<file path="config.mk">
export PLATFORM = sky130hd
export DESIGN_NAME = load_store_align
export DESIGN_NICKNAME = d
export VERILOG_FILES = /design/src/shared/lsu_pkg.sv /design/src/verilog/lane_mask_decode.sv /design/src/verilog/load_store_align.sv
export SDC_FILE = /design/constraint.sdc
export NUM_CORES = 1
export LEC_CHECK = 0
export BUFFER_PORTS_ARGS = -buffer_cell sky130_fd_sc_hd__buf_4
export CORE_MARGIN = 5
export CORE_UTILIZATION = 40
export CTS_CLUSTER_SIZE = 14
export DETAILED_ROUTE_END_ITERATION = 8
export HOLD_SLACK_MARGIN = 0.02
export SYNTH_ARGS = -nofsm -noshare
export SYNTH_HDL_FRONTEND = slang
export SYNTH_SLANG_ARGS = --single-unit
</file>
<file path="constraint.sdc">
create_clock -name mclk_i -period 15.4 [get_ports mclk_i]
set_clock_uncertainty 0.15 [all_clocks]
set_input_delay 1.54 -clock mclk_i [delete_from_list [all_inputs] [get_ports mclk_i]]
set_output_delay 1.54 -clock mclk_i [all_outputs]
set_load 0.01 [all_outputs]
</file>
<file path="src/shared/lsu_pkg.sv">
// Shared constants and types for the load/store byte-lane datapath
package lsu_pkg;

   // ************************************************
   // Access-size codes (bytes accessed minus one)
   // ************************************************
   localparam logic [2:0] SZ_BYTE = 3'h0;
   localparam logic [2:0] SZ_HALF = 3'h1;
   localparam logic [2:0] SZ_WORD = 3'h3;
   localparam logic [2:0] SZ_DOUBLE = 3'h7;

   // ************************************************
   // Values after reset and fixed counts
   // ************************************************
   localparam logic RST_READY = 1'h1;
   localparam logic [63:0] RST_DATA = 64'h0;
   localparam logic [4:0] ZERO_REG = 5'h0;
   localparam int LOAD_DELAY_CYCLES = 1;

   // ************************************************
   // Load and store operations from instruction decode
   // ************************************************
   typedef enum logic [4:0] {
      load_byte_signed,
      load_byte_zero_ext,
      load_half_signed,
      load_half_zero_ext,
      load_word_signed,
      load_word_zero_ext,
      load_word_left_merge,
      load_word_right_merge,
      load_double,
      load_double_left_merge,
      load_double_right_merge,
      store_byte,
      store_half,
      store_word,
      store_word_left_part,
      store_word_right_part,
      store_double,
      store_double_left_part,
      store_double_right_part
   } op_t;

endpackage

</file>
<file path="src/verilog/lane_mask_decode.sv">
// Byte-lane mask and legality check for one doubleword access
`timescale 1ns/1ps
`default_nettype none
module lane_mask_decode (
   // Access shape
   input wire logic [2:0] size_i,
   input wire logic [2:0] lo_i,
   // Result
   output logic [7:0] lane_o,
   output logic legal_o
);
   import lsu_pkg::*;

   logic [7:0] span; // Contiguous run of size_i+1 lanes from lane 0

   // Lanes start at the addressed low-order byte and run upward
   always_comb begin
      span = 8'hFF >> (3'h7 - size_i);
      lane_o = span << lo_i;
      // Only the tabulated size/offset pairs are legal
      case (size_i)
         3'h7: legal_o = (lo_i == 3'h0);
         3'h6: legal_o = (lo_i[2:1] == 2'h0);
         3'h5: legal_o = (lo_i == 3'h0) || (lo_i == 3'h2);
         3'h4: legal_o = (lo_i == 3'h0) || (lo_i == 3'h3);
         3'h3: legal_o = (lo_i[1:0] == 2'h0);
         3'h2: legal_o = (lo_i[1] == 1'h0);
         3'h1: legal_o = (lo_i[0] == 1'h0);
         default: legal_o = 1'h1;
      endcase
   end
endmodule
`default_nettype wire

</file>
<file path="src/verilog/load_store_align.sv">
// Load/store address, byte-lane, extension and merge datapath
//
// What this block does
// - Address is base plus sign-extended offset
// - Address names the field's lowest-order byte
// - Little-endian: byte zero in bits 7:0
// - Size code from opcode: 0 byte, 7 doubleword
// - Lanes from size and address; else error
// - Signed byte load sign-extends to 64 bits
// - Unsigned byte load zero-extends to 64 bits
// - Signed halfword load sign-extends
// - Signed word load; sign-extended in 64-bit mode
// - Word-left load shifts up, then merges
// - Word-right load shifts down, then merges
// - Byte store writes low register byte
// - Halfword store writes low 16 bits
// - Word store writes low 32 bits
// - Word-left store shifts right, covered lanes
// - Doubleword load reads all 64 bits
// - Doubleword-left load shifts up, then merges
// - Doubleword-right load shifts down, then merges
// - Doubleword store writes all 64 bits
// - Doubleword-left store shifts right, covered lanes
// - Interlock dependent instruction after a load
`timescale 1ns/1ps
`default_nettype none
module load_store_align (
   // Clock and reset
   input wire logic mclk_i,
   input wire logic rst_i,
   // Issue side from decode and register file
   input wire logic req_valid_i,
   input wire lsu_pkg::op_t req_op_i,
   input wire logic [63:0] base_i,
   input wire logic [15:0] offset_i,
   input wire logic [63:0] target_i,
   input wire logic [4:0] dest_i,
   input wire logic mode64_i,
   input wire logic [4:0] next_src_a_i,
   input wire logic [4:0] next_src_b_i,
   output logic req_ready_o,
   output logic stall_o,
   output logic addr_err_o,
   // Data cache side
   output logic mem_req_o,
   output logic mem_we_o,
   output logic [63:0] mem_addr_o,
   output logic [7:0] mem_lane_o,
   output logic [63:0] mem_wdata_o,
   input wire logic mem_rvalid_i,
   input wire logic [63:0] mem_rdata_i,
   // Register write-back
   output logic wb_valid_o,
   output logic [4:0] wb_reg_o,
   output logic [63:0] wb_data_o
);
   import lsu_pkg::*;

   // ************************************************
   // State
   // ************************************************
   typedef enum logic {
      ph_idle,
      ph_wait_load
   } phase_t;

   typedef struct packed {
      phase_t phase;          // Waiting for load data or not
      logic ready;            // Issue side may present a request
      logic stall;            // Dependent instruction held back
      logic addr_err;         // Address error pulse
      logic mem_req;          // Cache request pulse
      logic mem_we;           // Request is a store
      logic [63:0] mem_addr;  // Virtual address of the access
      logic [7:0] mem_lane;   // Byte lanes touched
      logic [63:0] mem_wdata; // Store data on its lanes
      op_t ld_op;             // Pending load kind
      logic [2:0] ld_lo;      // Pending load low address bits
      logic [63:0] ld_old;    // Target contents for merges
      logic ld_m64;           // Pending load in 64-bit mode
      logic [4:0] ld_dest;    // Pending load destination
      logic wb_valid;         // Write-back pulse
      logic [4:0] wb_reg;     // Write-back register
      logic [63:0] wb_data;   // Write-back value
   } state_t;

   state_t st;      // Registered state
   state_t next_st; // Next state

   // ************************************************
   // Issue-side decode signals
   // ************************************************
   logic accept;        // Request taken this cycle
   logic [63:0] vaddr;  // Effective virtual address
   logic [2:0] lo;      // Low address bits
   logic [1:0] kw;      // Byte within word
   logic [2:0] size;    // Access-size code
   logic [2:0] start;   // First lane touched
   logic is_store;      // Operation writes memory
   logic [7:0] lane;    // Lanes from the decoder
   logic legal;         // Pairing is permitted
   logic [63:0] wdata;  // Store data aligned to lanes
   logic hazard;        // Next instruction reads the load target

   // ************************************************
   // Load-return signals
   // ************************************************
   logic [63:0] rsh;    // Read data shifted down to lane 0
   logic [31:0] rword;  // Addressed word of the read data
   logic [31:0] wsh;    // Word shifted for a partial merge
   logic [3:0] wmask;   // Word bytes taken from memory
   logic [63:0] wbits;  // Word byte mask widened to bits, low half used
   logic [31:0] wmrg;   // Merged word
   logic [63:0] dsh;    // Doubleword shifted for a merge
   logic [7:0] dmask;   // Doubleword bytes taken from memory
   logic [63:0] ldata;  // Final load value

   // Expand a byte mask to a bit mask
   function automatic logic [63:0] expand(input logic [7:0] m);
      logic [63:0] r;
      r = 64'h0;
      for (int i = 0; i < 8; i++) begin
         r[8*i +: 8] = {8{m[i]}};
      end
      return r;
   endfunction

   // ************************************************
   // Lane decode
   // ************************************************
   lane_mask_decode u_lane (
      .size_i(size),
      .lo_i(start),
      .lane_o(lane),
      .legal_o(legal)
   );

   // Address, size and store alignment for the presented request
   always_comb begin
      accept = req_valid_i && st.ready;
      vaddr = base_i + {{48{offset_i[15]}}, offset_i};
      lo = vaddr[2:0];
      kw = vaddr[1:0];
      is_store = 1'h1;
      size = SZ_BYTE;
      start = lo;
      wdata = target_i << {lo, 3'h0};
      case (req_op_i)
         load_byte_signed, load_byte_zero_ext: begin
            is_store = 1'h0;
            size = SZ_BYTE;
         end
         load_half_signed, load_half_zero_ext: begin
            is_store = 1'h0;
            size = SZ_HALF;
         end
         load_word_signed, load_word_zero_ext: begin
            is_store = 1'h0;
            size = SZ_WORD;
         end
         load_double: begin
            is_store = 1'h0;
            size = SZ_DOUBLE;
         end
         // Partial word: lanes from word base up to the address
         load_word_left_merge: begin
            is_store = 1'h0;
            size = {1'h0, kw};
            start = {lo[2], 2'h0};
         end
         // Partial word: lanes from the address to word end
         load_word_right_merge: begin
            is_store = 1'h0;
            size = {1'h0, ~kw};
         end
         load_double_left_merge: begin
            is_store = 1'h0;
            size = lo;
            start = 3'h0;
         end
         load_double_right_merge: begin
            is_store = 1'h0;
            size = ~lo;
         end
         store_byte: size = SZ_BYTE;
         store_half: size = SZ_HALF;
         store_word: size = SZ_WORD;
         store_double: size = SZ_DOUBLE;
         store_word_left_part: begin
            size = {1'h0, kw};
            start = {lo[2], 2'h0};
            wdata = ({32'h0, target_i[31:0]} >> {~kw, 3'h0}) << {lo[2], 5'h0};
         end
         store_word_right_part: begin
            size = {1'h0, ~kw};
            wdata = ({32'h0, target_i[31:0]} << {kw, 3'h0}) << {lo[2], 5'h0};
         end
         store_double_left_part: begin
            size = lo;
            start = 3'h0;
            wdata = target_i >> {~lo, 3'h0};
         end
         store_double_right_part: begin
            size = ~lo;
            wdata = target_i << {lo, 3'h0};
         end
         default: size = SZ_BYTE;
      endcase
      // Register zero never carries a dependence
      hazard = !is_store && (dest_i != ZERO_REG) &&
               ((dest_i == next_src_a_i) || (dest_i == next_src_b_i));
   end

   // ************************************************
   // Load return: extend or merge
   // ************************************************
   always_comb begin
      rsh = mem_rdata_i >> {st.ld_lo, 3'h0};
      rword = st.ld_lo[2] ? mem_rdata_i[63:32] : mem_rdata_i[31:0];
      // Left merge lifts the addressed byte to the top
      if (st.ld_op == load_word_left_merge) begin
         wsh = rword << {~st.ld_lo[1:0], 3'h0};
         wmask = 4'hF << ~st.ld_lo[1:0];
      end else begin
         wsh = rword >> {st.ld_lo[1:0], 3'h0};
         wmask = 4'hF >> st.ld_lo[1:0];
      end
      // A function result cannot be part-selected, so widen into a variable first
      wbits = expand({4'h0, wmask});
      wmrg = (wsh & wbits[31:0]) | (st.ld_old[31:0] & ~wbits[31:0]);
      if (st.ld_op == load_double_left_merge) begin
         dsh = mem_rdata_i << {~st.ld_lo, 3'h0};
         dmask = 8'hFF << ~st.ld_lo;
      end else begin
         dsh = mem_rdata_i >> {st.ld_lo, 3'h0};
         dmask = 8'hFF >> st.ld_lo;
      end
      case (st.ld_op)
         load_byte_signed: ldata = {{56{rsh[7]}}, rsh[7:0]};
         load_byte_zero_ext: ldata = {56'h0, rsh[7:0]};
         load_half_signed: ldata = {{48{rsh[15]}}, rsh[15:0]};
         load_half_zero_ext: ldata = {48'h0, rsh[15:0]};
         load_word_zero_ext: ldata = {32'h0, rsh[31:0]};
         // 32-bit mode leaves the upper half at zero
         load_word_signed: ldata = st.ld_m64 ? {{32{rsh[31]}}, rsh[31:0]} : {32'h0, rsh[31:0]};
         // Partial word merges keep the old upper half in 32-bit mode
         load_word_left_merge, load_word_right_merge:
            ldata = st.ld_m64 ? {{32{wmrg[31]}}, wmrg} : {st.ld_old[63:32], wmrg};
         load_double_left_merge, load_double_right_merge:
            ldata = (dsh & expand(dmask)) | (st.ld_old & ~expand(dmask));
         default: ldata = mem_rdata_i;
      endcase
   end

   // ************************************************
   // Next-state logic
   // ************************************************
   // Pulses drop each cycle; a request reloads addr_err and mem_req, returning load data reloads wb_valid
   always_comb begin
      next_st = st;
      next_st.addr_err = 1'h0;
      next_st.mem_req = 1'h0;
      next_st.wb_valid = 1'h0;
      case (st.phase)
         ph_idle: begin
            if (accept) begin
               next_st.mem_addr = vaddr;
               next_st.mem_lane = lane;
               next_st.mem_we = is_store;
               next_st.mem_wdata = wdata;
               if (!legal) begin
                  // Illegal pairing: no cache access at all
                  next_st.addr_err = 1'h1;
               end else if (is_store) begin
                  next_st.mem_req = 1'h1;
               end else begin
                  next_st.mem_req = 1'h1;
                  next_st.phase = ph_wait_load;
                  next_st.ready = 1'h0;
                  next_st.stall = hazard;
                  next_st.ld_op = req_op_i;
                  next_st.ld_lo = lo;
                  next_st.ld_old = target_i;
                  next_st.ld_m64 = mode64_i;
                  next_st.ld_dest = dest_i;
               end
            end
         end
         ph_wait_load: begin
            // Stall holds until the value reaches write-back
            if (mem_rvalid_i) begin
               next_st.phase = ph_idle;
               next_st.ready = RST_READY;
               next_st.stall = 1'h0;
               next_st.wb_valid = 1'h1;
               next_st.wb_reg = st.ld_dest;
               next_st.wb_data = ldata;
            end
         end
         default: next_st.phase = ph_idle;
      endcase
   end

   // ************************************************
   // State register
   // ************************************************
   always_ff @(posedge mclk_i or posedge rst_i) begin
      if (rst_i) begin
         st <= '0;
         st.ready <= RST_READY;
      end else begin
         st <= next_st;
      end
   end

   // ************************************************
   // Outputs, all straight from the state register
   // ************************************************
   assign req_ready_o = st.ready;
   assign stall_o = st.stall;
   assign addr_err_o = st.addr_err;
   assign mem_req_o = st.mem_req;
   assign mem_we_o = st.mem_we;
   assign mem_addr_o = st.mem_addr;
   assign mem_lane_o = st.mem_lane;
   assign mem_wdata_o = st.mem_wdata;
   assign wb_valid_o = st.wb_valid;
   assign wb_reg_o = st.wb_reg;
   assign wb_data_o = st.wb_data;

endmodule
`default_nettype wire

</file>
==> flow_summary_export.csv <==
group,metric,value,unit
timing,whs,318,ps
timing,worstMarginPinSlew,1170,ps
min_path,hold_depth,2,
logic_synthesis,synth_nets,3595,
layout,nNetsFinal,3668,
min_path,hold_path_class,"reg -> reg",
layout,syn2layout_area_growth,14.2,%
floorplan,start_util,0.405,
detailed_routing,wl_met1,44.9,mm
clocking,ctsRootBufferMaster,"clkbuf_16",
detailed_routing,drc,0,
clocking,htree_levels,2,
detailed_routing,first_pass_iters,6,
clocking,worstSkewPairLatency,600,ps
critical_path,reg2reg_slack,10170,ps
clocking,numCtsBuffers,40,
clocking,cts_setup_buffers,0,
logic_synthesis,async_reset_ff_frac,1.00,
critical_path,startpoint,"st[140]",
critical_path,critPathMaxFanout,62,
timing,rsz0062_at_grt,"false",
global_route,grt_usage,0.304,
critical_path,cp-end-kind,"register",
global_route,grt_max_degree,142,
floorplan,die_w,263,um
logic_synthesis,synth_edf_count,0,
layout,layout-drive-gt1-share,0.228,
placed_design,dp_hpwl,80.8,mm
clocking,cts_tree,"built",
timing,final-max-slew-violation-count,0,
timing,finalSetupViolations,0,
logic_synthesis,synth.distinct_cells,94,
logic_synthesis,synth_area_per_cell,7.76,um^2
logic_synthesis,ys_seq_area_frac,0.284,
critical_path,worst-path-stages,10,
timing,fmax,0.191,GHz
critical_path,reg2reg_from,"st[140]",
timing,timing.setup.tns,0,ps
critical_path,crit_type,"reg -> reg",
placed_design,gp_congestion,0.987,
global_route,first_global_vias,24300,
floorplan,io-pin-count,444,
global_route,grt_pass1_wl,163,mm
run,max-cap-violations,0,
timing,finalCritPeriodShare,0.340,
detailed_routing,first_iter_violations,3365,
detailed_routing,via_per_inst,6.11,
floorplan,die_y,263,um
logic_synthesis,yosys_warnings,0,
critical_path,path_buf_inv,2,
critical_path,crit_required,15690,ps
critical_path,slowest_delay,780,ps
clocking,clkSinkCount,290,
global_route,gr-total-overflow,0,
status,status,"finished, final reports clean",
timing,period_minus_slack,5230,ps
critical_path,cp_top_family,"simple AND/OR/NAND/NOR gates",
critical_path,crit_chain,"buf_4 > inv_2 > nand2_1 > mux4_2 > mux2i_1 > nand3_2 > o41a_1 > nand2_2 > nor2_1 > a31oi_1",
power,ir_drop,0.103,mV
timing,max-slew-margin-rel,0.216,
clocking,hold_buffers,0,
detailed_routing,wl_met3,12.1,mm
detailed_routing,met2_length,47.1,mm
logic_synthesis,syn-cell-area,25600,um^2
detailed_routing,wl,112,mm
critical_path,cp-endpoint,"wb_data_o[32]",
critical_path,worst_path_max_delay_cell,"dfrtp_4",
power,power_density,191,nW/um^2
detailed_routing,highest_layer,"met5",
critical_path,startpoint_type,"register",
critical_path,worstPathArrival,5520,ps
power,leakage,0.0130,uW
global_route,grt_antenna_before_repair,13,
critical_path,rr_worst_depth,10,
detailed_routing,routedWlPerCell,26.2,um
clocking,cts_resized,0,
placed_design,port_buffers,443,
logic_synthesis,synthFlopType,"dfrtp_1",
logic_synthesis,ys_seq_elements,290,
floorplan,core_area,63200,um^2
floorplan,rows,92,
clocking,clk_pin_slew,60,ps
detailed_routing,detail-route-antenna-nets,0,
timing,hold_viol,0,
clocking,clockBufferDepth,3,
critical_path,reg2reg_to,"wb_data_o[32]",
logic_synthesis,synthCells,3298,
floorplan,die_area,69100,um^2
detailed_routing,vias,26000,
-- power by group --
part	switching, uW	total (uW)	internal, uW	leakage [uW]
Clock	411	1010	598	0.000686
Combinational	1820	3040	1220	0.00874
Sequential	413	1540	1130	0.00353
-- layout make-up --
cell class / count / area [um^2]
Timing Repair Buffer: 483 / 3640
Antenna cell: 4 / 10.0
Fill cell: 6332 / 34000
Clock buffer: 51 / 1140
Multi-Input combinational cell: 2527 / 15700
Inverter: 29 / 116
Tap cell: 846 / 1060
Clock inverter: 21 / 256
Sequential cell: 290 / 7270
-- worst min-delay path by stage --
stage	from	end	slack [ps]
floorplan	st[70]	wb_reg_o[0]	280
global placement	st[71]	wb_reg_o[1]	300
detailed placement	st[71]	wb_reg_o[1]	300
CTS	st[71]	wb_reg_o[1]	320
global route	mem_addr_o[23]	mem_addr_o[23]	340
finish	st[71]	wb_reg_o[1]	320
-- routing by layer --
layer  vias to the layer above  track usage
li1                      11800            -
met1                     12300        0.405
met2                      1527        0.451
met3                       319       0.0868
met4                        16        0.154
met5                         -            0
-- through the flow --
| stage | cell area, um^2 | std cells | util | total power (uW) | setup WS (ps) |
|---|---|---|---|---|---|
| finish | 29200 | 4251 | 0.462 | 5590 | 10170 |
| global route | 29200 | 4248 | 0.462 | 5890 | 9980 |
| CTS | 29200 | 4247 | 0.462 | 5540 | 10290 |
| detailed placement | 27800 | 4175 | 0.440 | 4510 | 9660 |
| global placement | 27800 | 4175 | 0.440 | 4500 | 9700 |
| floorplan | 25600 | 3298 | - | 3560 | 5710 |
-- flip-flops by register name, summed over array words and instances, names as in the netlist --
| register | cells |
|---|---|
| addr_err_o | 1 |
| stall_o | 1 |
| mem_req_o | 1 |
| wb_reg_o | 5 |
| wb_data_o | 64 |
| wb_valid_o | 1 |
| mem_addr_o | 64 |
| mem_lane_o | 8 |
| st | 79 |
| mem_we_o | 1 |
| req_ready_o | 1 |
| mem_wdata_o | 64 |
-- Yosys cell counts, types with 6 or more instances --
master    count  area share
nor2_1      367       0.054
and2_1       10      0.0024
o211ai_1     15      0.0044
xor2_1       38       0.013
o21bai_1     11      0.0032
clkbuf_1    176       0.026
nand2b_1     11      0.0027
o21ai_1      14      0.0027
or2_2         7      0.0017
buf_1        20      0.0029
o21a_1       13      0.0038
mux4_2       17       0.015
o22ai_1      49       0.012
o21ai_0     327       0.064
a221o_1       6      0.0023
buf_2        34      0.0066
a21oi_1     332       0.065
a22oi_1      43       0.013
a211oi_1     21      0.0062
a41oi_1      18      0.0062
inv_1        26      0.0038
nand2_1     434       0.064
o31ai_1       8      0.0023
nor2b_1      14      0.0034
nand4_1      25      0.0061
o32ai_1       7      0.0024
nand3_1      63       0.012
a221oi_1     62       0.021
and3_1       20      0.0049
buf_4       210       0.062
a21o_1       46       0.013
a21boi_0      9      0.0026
mux2i_1     119       0.047
ha_1         63       0.031
dfrtp_1     289        0.28
xnor2_1      34       0.012
a31oi_1      21      0.0051
or3_1         6      0.0015
nor3b_1      11      0.0032
mux2_2      147       0.065
nor3_1       47      0.0092
-- placed cells by master, fill, tap and decap left out, types with 41 or more instances in the layout --
cell       Yosys  routed
mux2i_1      119     119
a22oi_1       43      43
a21oi_1      332     332
nor2_1       367     362
o21ai_0      327     327
nand2_1      434     432
nand3_1       63      62
buf_4        210     482
a221oi_1      62      62
ha_1          63      62
mux2_2       147     147
a21o_1        46      45
clkbuf_16      0      41
nor3_1        47      47
o22ai_1       49      49
dfrtp_1      289     286
-- logic make-up after synthesis --
family / share of synthesized area
AO/OA/AOI/OAI: 0.254
XOR/XNOR: 0.0246
adder cells (fa/ha/maj): 0.0316
buffers and inverters: 0.106
flip-flops: 0.284
multiplexers: 0.126
AND/OR/NAND/NOR: 0.174
-- worst register-to-register path, cell delays in order, from the launching register on --
cell and delay [ps]:
dfrtp_4 780, buf_4 780, inv_2 460, nand2_1 170, mux4_2 310, mux2i_1 100, nand3_2 460, o41a_1 730
nand2_2 330, nor2_1 660, a31oi_1 160
Note: power is estimated with default switching activity, not from simulation.
